==> src/core/ptq_pkg.sv <==
// ptq_pkg: register map, field layout, reset values, encodings and state types
// assumes a 32-bit plain register port and one sample clock
package ptq_pkg;

  // ****************************************
  // register port
  // ****************************************
  localparam int          ADDR_W     = 8;
  localparam int          DATA_W     = 32;
  localparam logic [7:0]  OFS_CTRL   = 8'h00;
  localparam logic [7:0]  OFS_GLITCH = 8'h04;
  localparam logic [7:0]  OFS_LOWER  = 8'h08;
  localparam logic [7:0]  OFS_UPPER  = 8'h0C;
  localparam logic [7:0]  OFS_SLEW   = 8'h10;
  localparam logic [7:0]  OFS_TMO    = 8'h14;
  localparam logic [7:0]  OFS_RUNT   = 8'h18;
  localparam logic [7:0]  OFS_LEVEL  = 8'h1C;
  localparam logic [7:0]  OFS_CMD    = 8'h20;
  localparam logic [7:0]  OFS_STATUS = 8'h24;
  localparam logic [7:0]  OFS_COUNT  = 8'h28;

  // ****************************************
  // control word fields
  // ****************************************
  localparam int CTRL_W         = 13;
  localparam int CTRL_CLASS_LSB = 0;
  localparam int CTRL_POL_LSB   = 3;
  localparam int CTRL_SRC_LSB   = 5;
  localparam int CTRL_REJECT    = 7;
  localparam int CTRL_OUTSIDE   = 8;
  localparam int CTRL_SLOWER    = 9;
  localparam int CTRL_RUNT_QUAL = 10;
  localparam int CTRL_LSEL_LSB  = 11;
  localparam int CMD_MID_BIT    = 0;

  // ****************************************
  // reset values and counts
  // ****************************************
  localparam logic [12:0] RST_CTRL         = 13'h0000;
  localparam logic [31:0] RST_LIMIT        = 32'h0000_0010;
  localparam logic [31:0] RST_UPPER        = 32'h0000_0020;
  localparam logic [31:0] RST_LEVEL        = 32'h0000_0080;
  localparam int          PEAK_SCAN_CYCLES = 1024;

  // ****************************************
  // encodings and states
  // ****************************************
  typedef enum logic [2:0] {
    CLS_GLITCH = 3'h0, CLS_RUNT = 3'h1, CLS_WIDTH = 3'h2, CLS_SLEW = 3'h3, CLS_TMO = 3'h4
  } ptq_class_t;
  typedef enum logic [1:0] {POL_POS = 2'h0, POL_NEG = 2'h1, POL_EITHER = 2'h2} ptq_pol_t;
  typedef enum logic [1:0] {LSEL_USER = 2'h0, LSEL_TTL = 2'h1, LSEL_ECL = 2'h2} ptq_lsel_t;
  typedef enum logic [2:0] {BAND_IDLE = 3'b001, BAND_UP = 3'b010, BAND_DN = 3'b100} ptq_band_t;
  typedef enum logic [1:0] {PK_IDLE = 2'b01, PK_SCAN = 2'b10} ptq_peak_t;

endpackage

==> src/core/ptq_cmp_if.sv <==
// ptq_cmp_if: selected, synchronised comparator levels and sample of one source
// assumes producer and consumer share one clock
`timescale 1ns/1ps
interface ptq_cmp_if #(parameter int ADC_W = 8);
  logic             hi;
  logic             lo;
  logic             lvl;
  logic             hi_q;
  logic             lo_q;
  logic             lvl_q;
  logic [ADC_W-1:0] adc;
  modport front (output hi, lo, lvl, hi_q, lo_q, lvl_q, adc);
  modport core  (input  hi, lo, lvl, hi_q, lo_q, lvl_q, adc);
endinterface

==> src/core/ptq_src_front.sv <==
// ptq_src_front: comparator synchronisers and the single source selector
// assumes comparator outputs are asynchronous, samples already on i_clk
`timescale 1ns/1ps
module ptq_src_front #(
  parameter int ADC_W = 8
) (
  input  wire logic                  i_clk,
  input  wire logic                  i_rst,
  input  wire logic [3:0]            i_cmp_hi,
  input  wire logic [3:0]            i_cmp_lo,
  input  wire logic [3:0]            i_cmp_lvl,
  input  wire logic [3:0][ADC_W-1:0] i_adc,
  input  wire logic [1:0]            i_src,
  ptq_cmp_if.front                   o_cmp
);

  // ****************************************
  // synchronisers, one per channel
  // ****************************************
  logic [2:0]       sync1_reg [4];
  logic [2:0]       sync2_reg [4];
  logic [2:0]       cur_reg;
  logic [2:0]       prev_reg;
  logic [ADC_W-1:0] adc_reg;
  wire  [2:0]       sel_w = sync2_reg[i_src];

  for (genvar ch = 0; ch < 4; ch++) begin : g_sync
    always_ff @(posedge i_clk or posedge i_rst) begin
      if (i_rst) begin
        sync1_reg[ch] <= 3'h0;
        sync2_reg[ch] <= 3'h0;
      end else begin
        sync1_reg[ch] <= {i_cmp_hi[ch], i_cmp_lo[ch], i_cmp_lvl[ch]};
        sync2_reg[ch] <= sync1_reg[ch];
      end
    end
  end

  // ****************************************
  // one source feeds every class
  // ****************************************
  always_ff @(posedge i_clk or posedge i_rst) begin
    if (i_rst) begin
      cur_reg  <= 3'h0;
      prev_reg <= 3'h0;
      adc_reg  <= '0;
    end else begin
      cur_reg  <= sel_w;
      prev_reg <= cur_reg;
      adc_reg  <= i_adc[i_src];
    end
  end

  assign o_cmp.hi    = cur_reg[2];
  assign o_cmp.lo    = cur_reg[1];
  assign o_cmp.lvl   = cur_reg[0];
  assign o_cmp.hi_q  = prev_reg[2];
  assign o_cmp.lo_q  = prev_reg[1];
  assign o_cmp.lvl_q = prev_reg[0];
  assign o_cmp.adc   = adc_reg;

endmodule // ptq_src_front

==> src/core/ptq_pulse_trigger.sv <==
// ptq_pulse_trigger: pulse trigger qualifier, glitch/runt/width/slew/timeout
// assumes comparators for upper, lower threshold and level per channel,
// digitised samples on I_CLK, and a plain one-cycle register port
//
// Summary of operation
// - glitch positive: fire on short high pulse
// - glitch negative: fire on short low pulse
// - glitch either: qualify high and low pulses
// - accept fires narrower, reject fires wider
// - runt positive: lower up, down, no upper
// - runt negative: upper down, up, no lower
// - runt either: both directions detected
// - width positive: high pulse inside or outside window
// - width negative: low pulse, same window test
// - slew positive: time lower to upper crossing
// - slew negative: time upper to lower crossing
// - slew either: time edges both directions
// - slew fires faster or slower than limit
// - timeout stays high longer than limit
// - timeout stays low longer than limit
// - timeout either side for the limit
// - one source selection feeds every class
// - mid-level request sets level between peaks
// - presets load family level, else user value
// - runt fires where first threshold recrossed
// - optional runt width must exceed limit
// - lower width limit kept at most upper
`timescale 1ns/1ps
module ptq_pulse_trigger #(
  parameter int              CNT_W       = 16,
  parameter int              ADC_W       = 8,
  parameter int              PEAK_CYCLES = ptq_pkg::PEAK_SCAN_CYCLES,
  parameter logic [ADC_W-1:0] LEVEL_TTL  = 8'h60,
  parameter logic [ADC_W-1:0] LEVEL_ECL  = 8'h40
) (
  input  wire logic                         I_CLK,
  input  wire logic                         I_RST,
  input  wire logic [ptq_pkg::ADDR_W-1:0]   I_ADDR,
  input  wire logic [ptq_pkg::DATA_W-1:0]   I_WDATA,
  input  wire logic                         I_WR,
  input  wire logic                         I_RD,
  output logic      [ptq_pkg::DATA_W-1:0]   O_RDATA,
  input  wire logic [3:0]                   I_CMP_HI,
  input  wire logic [3:0]                   I_CMP_LO,
  input  wire logic [3:0]                   I_CMP_LVL,
  input  wire logic [3:0][ADC_W-1:0]        I_ADC,
  output logic                              O_TRIG,
  output logic      [ADC_W-1:0]             O_LEVEL
);

  localparam int PK_W = $clog2(PEAK_CYCLES + 1);

  // ****************************************
  // register file
  // ****************************************
  logic [ptq_pkg::CTRL_W-1:0] ctrl_reg;
  logic [CNT_W-1:0]           glitch_reg;
  logic [CNT_W-1:0]           lower_reg;
  logic [CNT_W-1:0]           upper_reg;
  logic [CNT_W-1:0]           slew_reg;
  logic [CNT_W-1:0]           tmo_reg;
  logic [CNT_W-1:0]           runt_reg;
  logic [ADC_W-1:0]           level_user_reg;
  logic [15:0]                trig_cnt_reg;
  logic [ptq_pkg::DATA_W-1:0] rdata_reg;
  logic                       lvl_upd_reg;

  wire wr_ctrl_w  = I_WR && (I_ADDR == ptq_pkg::OFS_CTRL);
  wire wr_level_w = I_WR && (I_ADDR == ptq_pkg::OFS_LEVEL);
  wire wr_cmd_w   = I_WR && (I_ADDR == ptq_pkg::OFS_CMD);
  wire [CNT_W-1:0] wval_w = I_WDATA[CNT_W-1:0];
  wire ptq_pkg::ptq_class_t cls_w = ptq_pkg::ptq_class_t'(ctrl_reg[ptq_pkg::CTRL_CLASS_LSB +: 3]);
  wire ptq_pkg::ptq_pol_t   pol_w = ptq_pkg::ptq_pol_t'(ctrl_reg[ptq_pkg::CTRL_POL_LSB +: 2]);
  wire ptq_pkg::ptq_lsel_t  lsel_w = ptq_pkg::ptq_lsel_t'(ctrl_reg[ptq_pkg::CTRL_LSEL_LSB +: 2]);
  wire [1:0] src_w     = ctrl_reg[ptq_pkg::CTRL_SRC_LSB +: 2];
  wire       reject_w  = ctrl_reg[ptq_pkg::CTRL_REJECT];
  wire       outside_w = ctrl_reg[ptq_pkg::CTRL_OUTSIDE];
  wire       slower_w  = ctrl_reg[ptq_pkg::CTRL_SLOWER];
  wire       rqual_w   = ctrl_reg[ptq_pkg::CTRL_RUNT_QUAL];

  // lower limit clamps to upper; a smaller upper drags lower with it
  wire [CNT_W-1:0] lower_new_w = (wval_w > upper_reg) ? upper_reg : wval_w;
  wire             drag_low_w  = wval_w < lower_reg;

  always_ff @(posedge I_CLK or posedge I_RST) begin
    if (I_RST) begin
      ctrl_reg       <= ptq_pkg::RST_CTRL;
      glitch_reg     <= ptq_pkg::RST_LIMIT[CNT_W-1:0];
      lower_reg      <= ptq_pkg::RST_LIMIT[CNT_W-1:0];
      upper_reg      <= ptq_pkg::RST_UPPER[CNT_W-1:0];
      slew_reg       <= ptq_pkg::RST_LIMIT[CNT_W-1:0];
      tmo_reg        <= ptq_pkg::RST_LIMIT[CNT_W-1:0];
      runt_reg       <= ptq_pkg::RST_LIMIT[CNT_W-1:0];
      level_user_reg <= ptq_pkg::RST_LEVEL[ADC_W-1:0];
    end else if (I_WR) begin
      case (I_ADDR)
        ptq_pkg::OFS_CTRL:   ctrl_reg       <= I_WDATA[ptq_pkg::CTRL_W-1:0];
        ptq_pkg::OFS_GLITCH: glitch_reg     <= wval_w;
        ptq_pkg::OFS_LOWER:  lower_reg      <= lower_new_w;
        ptq_pkg::OFS_UPPER: begin
          upper_reg <= wval_w;
          lower_reg <= drag_low_w ? wval_w : lower_reg;
        end
        ptq_pkg::OFS_SLEW:   slew_reg       <= wval_w;
        ptq_pkg::OFS_TMO:    tmo_reg        <= wval_w;
        ptq_pkg::OFS_RUNT:   runt_reg       <= wval_w;
        ptq_pkg::OFS_LEVEL:  level_user_reg <= I_WDATA[ADC_W-1:0];
        default: ;
      endcase
    end
  end

  // ****************************************
  // selected source
  // ****************************************
  ptq_cmp_if #(.ADC_W(ADC_W)) cmp_bus ();

  ptq_src_front #(.ADC_W(ADC_W)) u_front (
    .i_clk     (I_CLK),
    .i_rst     (I_RST),
    .i_cmp_hi  (I_CMP_HI),
    .i_cmp_lo  (I_CMP_LO),
    .i_cmp_lvl (I_CMP_LVL),
    .i_adc     (I_ADC),
    .i_src     (src_w),
    .o_cmp     (cmp_bus)
  );

  wire lvl_rise_w = cmp_bus.lvl & ~cmp_bus.lvl_q;
  wire lvl_fall_w = ~cmp_bus.lvl & cmp_bus.lvl_q;
  wire lvl_edge_w = lvl_rise_w | lvl_fall_w;
  wire lo_rise_w  = cmp_bus.lo & ~cmp_bus.lo_q;
  wire lo_fall_w  = ~cmp_bus.lo & cmp_bus.lo_q;
  wire hi_rise_w  = cmp_bus.hi & ~cmp_bus.hi_q;
  wire hi_fall_w  = ~cmp_bus.hi & cmp_bus.hi_q;
  wire look_hi_w  = (pol_w == ptq_pkg::POL_POS) || (pol_w == ptq_pkg::POL_EITHER);
  wire look_lo_w  = (pol_w == ptq_pkg::POL_NEG) || (pol_w == ptq_pkg::POL_EITHER);

  // ****************************************
  // level-side time counter
  // ****************************************
  logic [2:0]       cls_prev_reg;
  logic [CNT_W-1:0] pw_cnt_reg;
  logic             seen_reg;
  wire              clr_w = cls_w != cls_prev_reg;
  wire [CNT_W-1:0]  pw_inc_w = (pw_cnt_reg == '1) ? pw_cnt_reg : pw_cnt_reg + 1'b1;
  wire [CNT_W-1:0]  pw_cnt_next = clr_w ? '0 : (lvl_edge_w ? CNT_W'(1) : pw_inc_w);
  always_ff @(posedge I_CLK or posedge I_RST) begin
    if (I_RST) begin
      cls_prev_reg <= 3'h0;
      pw_cnt_reg   <= '0;
      seen_reg     <= 1'b0;
    end else begin
      cls_prev_reg <= cls_w;
      pw_cnt_reg   <= pw_cnt_next;
      seen_reg     <= !clr_w && (seen_reg || lvl_edge_w);
    end
  end

  // pulse ends only count after a first edge, so a partial pulse is skipped
  wire hi_end_w  = lvl_fall_w && seen_reg && look_hi_w && !clr_w;
  wire lo_end_w  = lvl_rise_w && seen_reg && look_lo_w && !clr_w;
  wire pend_w    = hi_end_w | lo_end_w;

  // ****************************************
  // glitch and width classes
  // ****************************************
  wire gl_ok_w  = reject_w ? (pw_cnt_reg > glitch_reg) : (pw_cnt_reg < glitch_reg);
  wire in_win_w = (pw_cnt_reg >= lower_reg) && (pw_cnt_reg <= upper_reg);
  wire wd_ok_w  = outside_w ? !in_win_w : in_win_w;

  wire fire_gl_w = (cls_w == ptq_pkg::CLS_GLITCH) && pend_w && gl_ok_w;
  wire fire_wd_w = (cls_w == ptq_pkg::CLS_WIDTH) && pend_w && wd_ok_w;

  // ****************************************
  // band tracker for runt and slew
  // ****************************************
  ptq_pkg::ptq_band_t band_reg;
  ptq_pkg::ptq_band_t band_next;
  logic [CNT_W-1:0]   band_cnt_reg;
  logic               slew_evt_w;
  logic               runt_evt_w;

  always_comb begin
    band_next  = band_reg;
    slew_evt_w = 1'b0;
    runt_evt_w = 1'b0;
    case (band_reg)
      ptq_pkg::BAND_IDLE: begin
        if (lo_rise_w && !cmp_bus.hi && look_hi_w) begin
          band_next = ptq_pkg::BAND_UP;
        end else if (hi_fall_w && cmp_bus.lo && look_lo_w) begin
          band_next = ptq_pkg::BAND_DN;
        end
      end
      ptq_pkg::BAND_UP: begin
        if (hi_rise_w) begin
          band_next  = ptq_pkg::BAND_IDLE;
          slew_evt_w = 1'b1;
        end else if (lo_fall_w) begin
          band_next  = ptq_pkg::BAND_IDLE;
          runt_evt_w = 1'b1;
        end
      end
      ptq_pkg::BAND_DN: begin
        if (lo_fall_w) begin
          band_next  = ptq_pkg::BAND_IDLE;
          slew_evt_w = 1'b1;
        end else if (hi_rise_w) begin
          band_next  = ptq_pkg::BAND_IDLE;
          runt_evt_w = 1'b1;
        end
      end
      default: band_next = ptq_pkg::BAND_IDLE;
    endcase
    if (clr_w) begin
      band_next  = ptq_pkg::BAND_IDLE;
      slew_evt_w = 1'b0;
      runt_evt_w = 1'b0;
    end
  end

  wire band_start_w = (band_reg == ptq_pkg::BAND_IDLE) && (band_next != ptq_pkg::BAND_IDLE);
  wire [CNT_W-1:0] band_inc_w = (band_cnt_reg == '1) ? band_cnt_reg : band_cnt_reg + 1'b1;

  always_ff @(posedge I_CLK or posedge I_RST) begin
    if (I_RST) begin
      band_reg     <= ptq_pkg::BAND_IDLE;
      band_cnt_reg <= '0;
    end else begin
      band_reg     <= band_next;
      band_cnt_reg <= (clr_w || band_start_w) ? CNT_W'(1) : band_inc_w;
    end
  end

  // both polarities arm in either mode, giving runts of both directions
  wire runt_w_ok_w = !rqual_w || (band_cnt_reg > runt_reg);
  wire slew_ok_w   = slower_w ? (band_cnt_reg > slew_reg) : (band_cnt_reg < slew_reg);
  wire fire_rt_w   = (cls_w == ptq_pkg::CLS_RUNT) && runt_evt_w && runt_w_ok_w;
  wire fire_sl_w   = (cls_w == ptq_pkg::CLS_SLEW) && slew_evt_w && slew_ok_w;

  // ****************************************
  // timeout class
  // ****************************************
  // strict sides fire one cycle past the limit; either fires at the limit
  wire [CNT_W:0] tmo_lim_w = (pol_w == ptq_pkg::POL_EITHER) ?
                             {1'b0, tmo_reg} : ({1'b0, tmo_reg} + 1'b1);
  wire tmo_side_w = (pol_w == ptq_pkg::POL_EITHER) ||
                    ((pol_w == ptq_pkg::POL_NEG) ? !cmp_bus.lvl : cmp_bus.lvl);
  wire tmo_hit_w  = ({1'b0, pw_cnt_next} == tmo_lim_w) && ({1'b0, pw_cnt_reg} != tmo_lim_w);
  wire fire_to_w  = (cls_w == ptq_pkg::CLS_TMO) && !clr_w && tmo_side_w && tmo_hit_w;

  // ****************************************
  // trigger output
  // ****************************************
  wire fire_w = fire_gl_w | fire_wd_w | fire_rt_w | fire_sl_w | fire_to_w;
  logic trig_reg;

  always_ff @(posedge I_CLK or posedge I_RST) begin
    if (I_RST) begin
      trig_reg     <= 1'b0;
      trig_cnt_reg <= 16'h0000;
    end else begin
      trig_reg     <= fire_w;
      trig_cnt_reg <= trig_cnt_reg + {15'h0000, fire_w};
    end
  end

  assign O_TRIG = trig_reg;

  // ****************************************
  // trigger level: presets, user value, mid-peak
  // ****************************************
  ptq_pkg::ptq_peak_t pk_reg;
  logic [PK_W-1:0]    pk_cnt_reg;
  logic [ADC_W-1:0]   pk_max_reg;
  logic [ADC_W-1:0]   pk_min_reg;
  logic [ADC_W-1:0]   level_reg;

  wire mid_req_w  = wr_cmd_w && I_WDATA[ptq_pkg::CMD_MID_BIT];
  wire pk_busy_w  = pk_reg == ptq_pkg::PK_SCAN;
  wire pk_done_w  = pk_busy_w && (pk_cnt_reg == '0);
  wire [ADC_W:0]   pk_sum_w = {1'b0, pk_max_reg} + {1'b0, pk_min_reg};
  wire [ADC_W-1:0] mid_w    = pk_sum_w[ADC_W:1];
  wire [ADC_W-1:0] preset_w = (lsel_w == ptq_pkg::LSEL_TTL) ? LEVEL_TTL :
    (lsel_w == ptq_pkg::LSEL_ECL) ? LEVEL_ECL : level_user_reg;
  always_ff @(posedge I_CLK or posedge I_RST) begin
    if (I_RST) begin
      pk_reg     <= ptq_pkg::PK_IDLE;
      pk_cnt_reg <= '0;
      pk_max_reg <= '0;
      pk_min_reg <= '1;
    end else begin
      case (pk_reg)
        ptq_pkg::PK_IDLE: begin
          if (mid_req_w) begin
            pk_reg     <= ptq_pkg::PK_SCAN;
            pk_cnt_reg <= PK_W'(PEAK_CYCLES - 1);
            pk_max_reg <= '0;
            pk_min_reg <= '1;
          end
        end
        ptq_pkg::PK_SCAN: begin
          pk_max_reg <= (cmp_bus.adc > pk_max_reg) ? cmp_bus.adc : pk_max_reg;
          pk_min_reg <= (cmp_bus.adc < pk_min_reg) ? cmp_bus.adc : pk_min_reg;
          pk_cnt_reg <= pk_cnt_reg - 1'b1;
          if (pk_done_w) begin
            pk_reg <= ptq_pkg::PK_IDLE;
          end
        end
        default: pk_reg <= ptq_pkg::PK_IDLE;
      endcase
    end
  end

  // the last scan sample is not folded in; one sample of a long scan is a fair trade
  always_ff @(posedge I_CLK or posedge I_RST) begin
    if (I_RST) begin
      level_reg   <= ptq_pkg::RST_LEVEL[ADC_W-1:0];
      lvl_upd_reg <= 1'b0;
    end else begin
      lvl_upd_reg <= wr_ctrl_w || wr_level_w;
      if (pk_done_w) begin
        level_reg <= mid_w;
      end else if (lvl_upd_reg) begin
        level_reg <= preset_w;
      end
    end
  end

  assign O_LEVEL = level_reg;

  // ****************************************
  // read port
  // ****************************************
  wire [ptq_pkg::DATA_W-1:0] status_w = {
    24'h00_0000, pk_busy_w, band_reg, 1'b0, cmp_bus.hi, cmp_bus.lo, cmp_bus.lvl
  };
  wire [ptq_pkg::DATA_W-1:0] rd_mux_w =
    (I_ADDR == ptq_pkg::OFS_CTRL)   ? ptq_pkg::DATA_W'(ctrl_reg)       :
    (I_ADDR == ptq_pkg::OFS_GLITCH) ? ptq_pkg::DATA_W'(glitch_reg)     :
    (I_ADDR == ptq_pkg::OFS_LOWER)  ? ptq_pkg::DATA_W'(lower_reg)      :
    (I_ADDR == ptq_pkg::OFS_UPPER)  ? ptq_pkg::DATA_W'(upper_reg)      :
    (I_ADDR == ptq_pkg::OFS_SLEW)   ? ptq_pkg::DATA_W'(slew_reg)       :
    (I_ADDR == ptq_pkg::OFS_TMO)    ? ptq_pkg::DATA_W'(tmo_reg)        :
    (I_ADDR == ptq_pkg::OFS_RUNT)   ? ptq_pkg::DATA_W'(runt_reg)       :
    (I_ADDR == ptq_pkg::OFS_LEVEL)  ? ptq_pkg::DATA_W'(level_reg)      :
    (I_ADDR == ptq_pkg::OFS_STATUS) ? status_w                         :
    (I_ADDR == ptq_pkg::OFS_COUNT)  ? ptq_pkg::DATA_W'(trig_cnt_reg)   :
    32'h0000_0000;

  always_ff @(posedge I_CLK or posedge I_RST) begin
    if (I_RST) begin
      rdata_reg <= 32'h0000_0000;
    end else begin
      rdata_reg <= I_RD ? rd_mux_w : 32'h0000_0000;
    end
  end

  assign O_RDATA = rdata_reg;

endmodule // ptq_pulse_trigger

==> config.mk <==
export PLATFORM = sky130hd
export DESIGN_NAME = ptq_pulse_trigger
export DESIGN_NICKNAME = d
export VERILOG_FILES = /design/src/core/ptq_pkg.sv /design/src/core/ptq_cmp_if.sv /design/src/core/ptq_src_front.sv /design/src/core/ptq_pulse_trigger.sv
export SDC_FILE = /design/constraint.sdc
export NUM_CORES = 1
export LEC_CHECK = 0
export BUFFER_PORTS_ARGS = -buffer_cell sky130_fd_sc_hd__buf_2
export CORE_UTILIZATION = 30
export DETAILED_ROUTE_END_ITERATION = 10
export PLACE_DENSITY = 0.5
export SLEW_MARGIN = 20
export SYNTH_ARGS = -nofsm -noshare
export SYNTH_HDL_FRONTEND = slang
export SYNTH_SLANG_ARGS = --single-unit
==> constraint.sdc <==
create_clock -name I_CLK -period 7.6 [get_ports I_CLK]
set_input_delay 0.38 -clock I_CLK [delete_from_list [all_inputs] [get_ports I_CLK]]
set_output_delay 0.38 -clock I_CLK [all_outputs]
set_load 0.005 [all_outputs]
==> flow_metrics.py <==
metrics = {
    "global_route": {
        "grt_util_all_layers_pct": 18.2,
        "grt_pass1_vias": 12307,
        "antenna_found_initial": 5,
        "gr-total-overflow": 0,
        "grt_max_degree": 162,
        "grt_pass1_wl_mm": 75.1,
    },
    "logic_synthesis": {
        "synth-warning-count": 0,
        "syn_inst": 1573,
        "async_reset_ff_share_pct": 100,
        "syn_area_per_cell_um2": 10.2,
        "muxShareOfSynthArea_pct": 11.6,
        "yosys.area.top_type": "dfrtp_1",
        "ys_seq_area_share_pct": 41.5,
        "synthTopCellsByArea": "dfrtp_1 39%, ha_1 11%, mux2_2 6.8%",
        "netlist_area_um2": 16000,
        "ys_ff_latch": 265,
        "synth_cell_types": 81,
        "synth_compound_area_share_pct": 12.8,
        "synth_top_cell_area_share_pct": 38.6,
        "ys.flop_type": "dfrtp_1",
        "synth_top_family_by_area": "simple AND/OR/NAND/NOR gates",
        "synth_adder_area_share_pct": 11.4,
        "synth-simple-area-share_pct": 13.1,
        "synth-edff-count": 0,
        "synth-xor-area-share_pct": 4.48,
    },
    "sta": {
        "fin_crit_ns": 5.58,
        "hold_viol": 0,
        "slew_headroom_pct": 29.0,
        "worst_slew_pin_slew_ns": 1.06,
        "slew_viol_final": 0,
        "fin_setup_tns_ns": 0,
        "grt_setup_unrepaired": "false",
        "setup_viol": 0,
        "skew_ns": 0.0134,
        "fin_crit_sh_pct": 73.4,
        "clock.fmax_mhz": 179,
    },
    "routing": {
        "drc": 0,
        "vias": 12356,
        "via_per_inst": 5.18,
        "first_iter_violations": 858,
        "routedWlPerCell_um": 20.4,
        "routed_wl_mm": 48.6,
        "final_antenna_net_count": 0,
        "dr.pass1.iters": 5,
    },
    "place": {
        "dp.cells": 2322,
        "hpwl_mm": 36.8,
        "postPlaceCellArea_um2": 17200,
        "place_congestion": 0.936,
        "io_buffers": 96,
    },
    "critical_path": {
        "slowest_stage": "o311ai_1",
        "critPathTopFamily": "simple AND/OR/NAND/NOR gates",
        "cp-start-kind": "flop",
        "worstSetupPathType": "flop to flop",
        "crit_chain": "inv_1 -> ha_1 -> nand4b_1 -> nor4_1 -> xnor2_1 -> o21ai_0 -> or4b_1 -> o41a_2 -> a2111o_1 -> o311ai_1 -> ha_1 -> ha_1 -> nand2_1 -> nor3_1 -> nand3_1 -> xnor2_1",
        "crit_top_cell": "ha_1",
        "rrSetupSlack_ns": 2.02,
        "slowest_delay_ns": 0.67,
        "critPathRequiredTime_ns": 8.05,
        "endpoint_kind": "flop",
        "crit_buf_inv": 1,
        "critPathMaxFanout": 13,
        "arrival_ns": 6.03,
    },
    "layout": {
        "stdcell_count": 2387,
        "fin_area_um2": 18400,
        "layout_commonest_cell": "dfrtp_1",
        "layout_common_cells": "247 x dfrtp_1, 144 x ha_1, 129 x inv_1",
        "n_antenna_cell": 0,
        "layout-drive-gt1-share_pct": 18.1,
        "nNetsFinal": 1911,
        "syn_to_final_growth_pct": 15.2,
    },
    "floorplan": {
        "dieWidth_um": 233,
        "row_count": 84,
        "die_y_um": 233,
        "start_util_pct": 30.4,
        "die_area_um2": 54300,
        "core_area_um2": 52700,
        "io_pins": 129,
    },
    "flow_run": {
        "maxCapViolations": 0,
    },
    "status": {
        "status": "finished clean",
    },
    "cts": {
        "clk_pin_slew_ns": 0.06,
        "post_cts_buffers": 0,
        "clock_path_buffers": 3,
        "clock_latency_ns": 0.58,
        "clock-root-buffer": "clkbuf_16",
        "cts_tree": "yes",
        "numCtsBuffers": 30,
        "htreeDepth": 1,
        "cts.sinks": 265,
    },
    "pwr": {
        "powerDensity_nw_per_um2": 231,
        "cellLeakagePower_nw": 8.68,
        "peakVddDrop_v": 0.000186,
    },
    "min_path": {
        "hold_class": "primary input to asynchronous set/reset pin",
    },
}
area by class of cell:
type                    instances  area (um2)
well taps                     688         861
repair buffers                122         718
clock inverters                12         213
inverters                     131         495
fillers                      5336       34200
clock buffers                  41         873
multi-input cells            1128        8630
flip-flops and latches        265        6650
report_power, final:
part           internal, W  switching (W)  total, W  leakage, nW
clock             0.000998       0.000605   0.00160        0.534
combinational     0.000420       0.000531  0.000951         4.74
sequential         0.00156       0.000152   0.00171         3.40
total              0.00298        0.00129   0.00427         8.68
synthesized netlist by cell type, types with 7 or more instances:
library cell / n
dfstp_2: 18
inv_1: 130
ha_1: 144
a31oi_1: 7
or4_1: 7
a211oi_1: 13
o21ai_0: 67
dfrtp_1: 247
mux2_2: 97
buf_4: 17
clkbuf_1: 38
a22oi_1: 27
nand3_1: 33
nand4_1: 34
a21o_1: 33
o21a_1: 10
nand2_1: 101
o22ai_1: 7
a221oi_1: 11
mux4_2: 11
xnor2_1: 54
a222oi_1: 11
nor2_1: 106
mux2i_1: 51
nor3_1: 38
nor4_1: 9
nor2b_1: 19
xor2_1: 28
nand2b_1: 18
a21oi_1: 78
kinds of logic (layout without fill, tap and decap cells):
group                      Yosys count  count (layout)
adders and majority gates          145             145
muxes                              159             159
DFF                                265             265
buffers and inverters              195             306
and+or+nand+nor                    413             413
AOI/OAI and AO/OA                  313             313
other                                1              16
xor gates and xnor gates            82              82
tightest hold or removal path: cells and delay by family:
| family | cells | cell delay (ns) |
|---|---|---|
| buffers and inverters | 3 | 0.67 |
metrics by stage:
step	worst slack (ns)	utilization [%]	hold slack (ns)	total power, W
4_1_cts	2.02	35.0	0.0227	0.00431
5_1_grt	1.67	35.0	0.0544	0.00450
6_report	2.02	35.0	0.00664	0.00427
3_5_place_dp	2.04	32.7	0.335	0.00268
2_1_floorplan	3.54	-	0.331	0.00240
3_3_place_gp	2.17	32.7	0.337	0.00265
final timing paths:
path	to	depth (start not counted)	start
worst min-delay path	upper_reg[11]	3	I_RST
worst max register to register	trig_cnt_reg[14]	16	ctrl_reg[3]
worst min register to register	u_front.sync2_reg[1]	0	u_front.sync1_reg[1]
min in group I_CLK	u_front.o_cmp.adc[3]	2	I_ADC[19]
max in group asynchronous	band_reg[2]	4	I_RST
worst max-delay path	trig_cnt_reg[14]	16	ctrl_reg[3]
per-layer routing:
metal  part of all wire [%]  GRT usage (%)  up-vias
met4                    2.8           5.41        8
li1                       -              -     5856
met2                     44           28.2      354
met1                     48           26.0     6063
met5                   0.12              0        -
met3                    5.2           2.45       75
what timing repair did:
item / in CTS / in global routing
resized for setup: 0 / 0
endpoints found under the hold margin: 12 / 0
hold buffers: 12 / 0
Note: power is estimated with default switching activity, not from simulation.
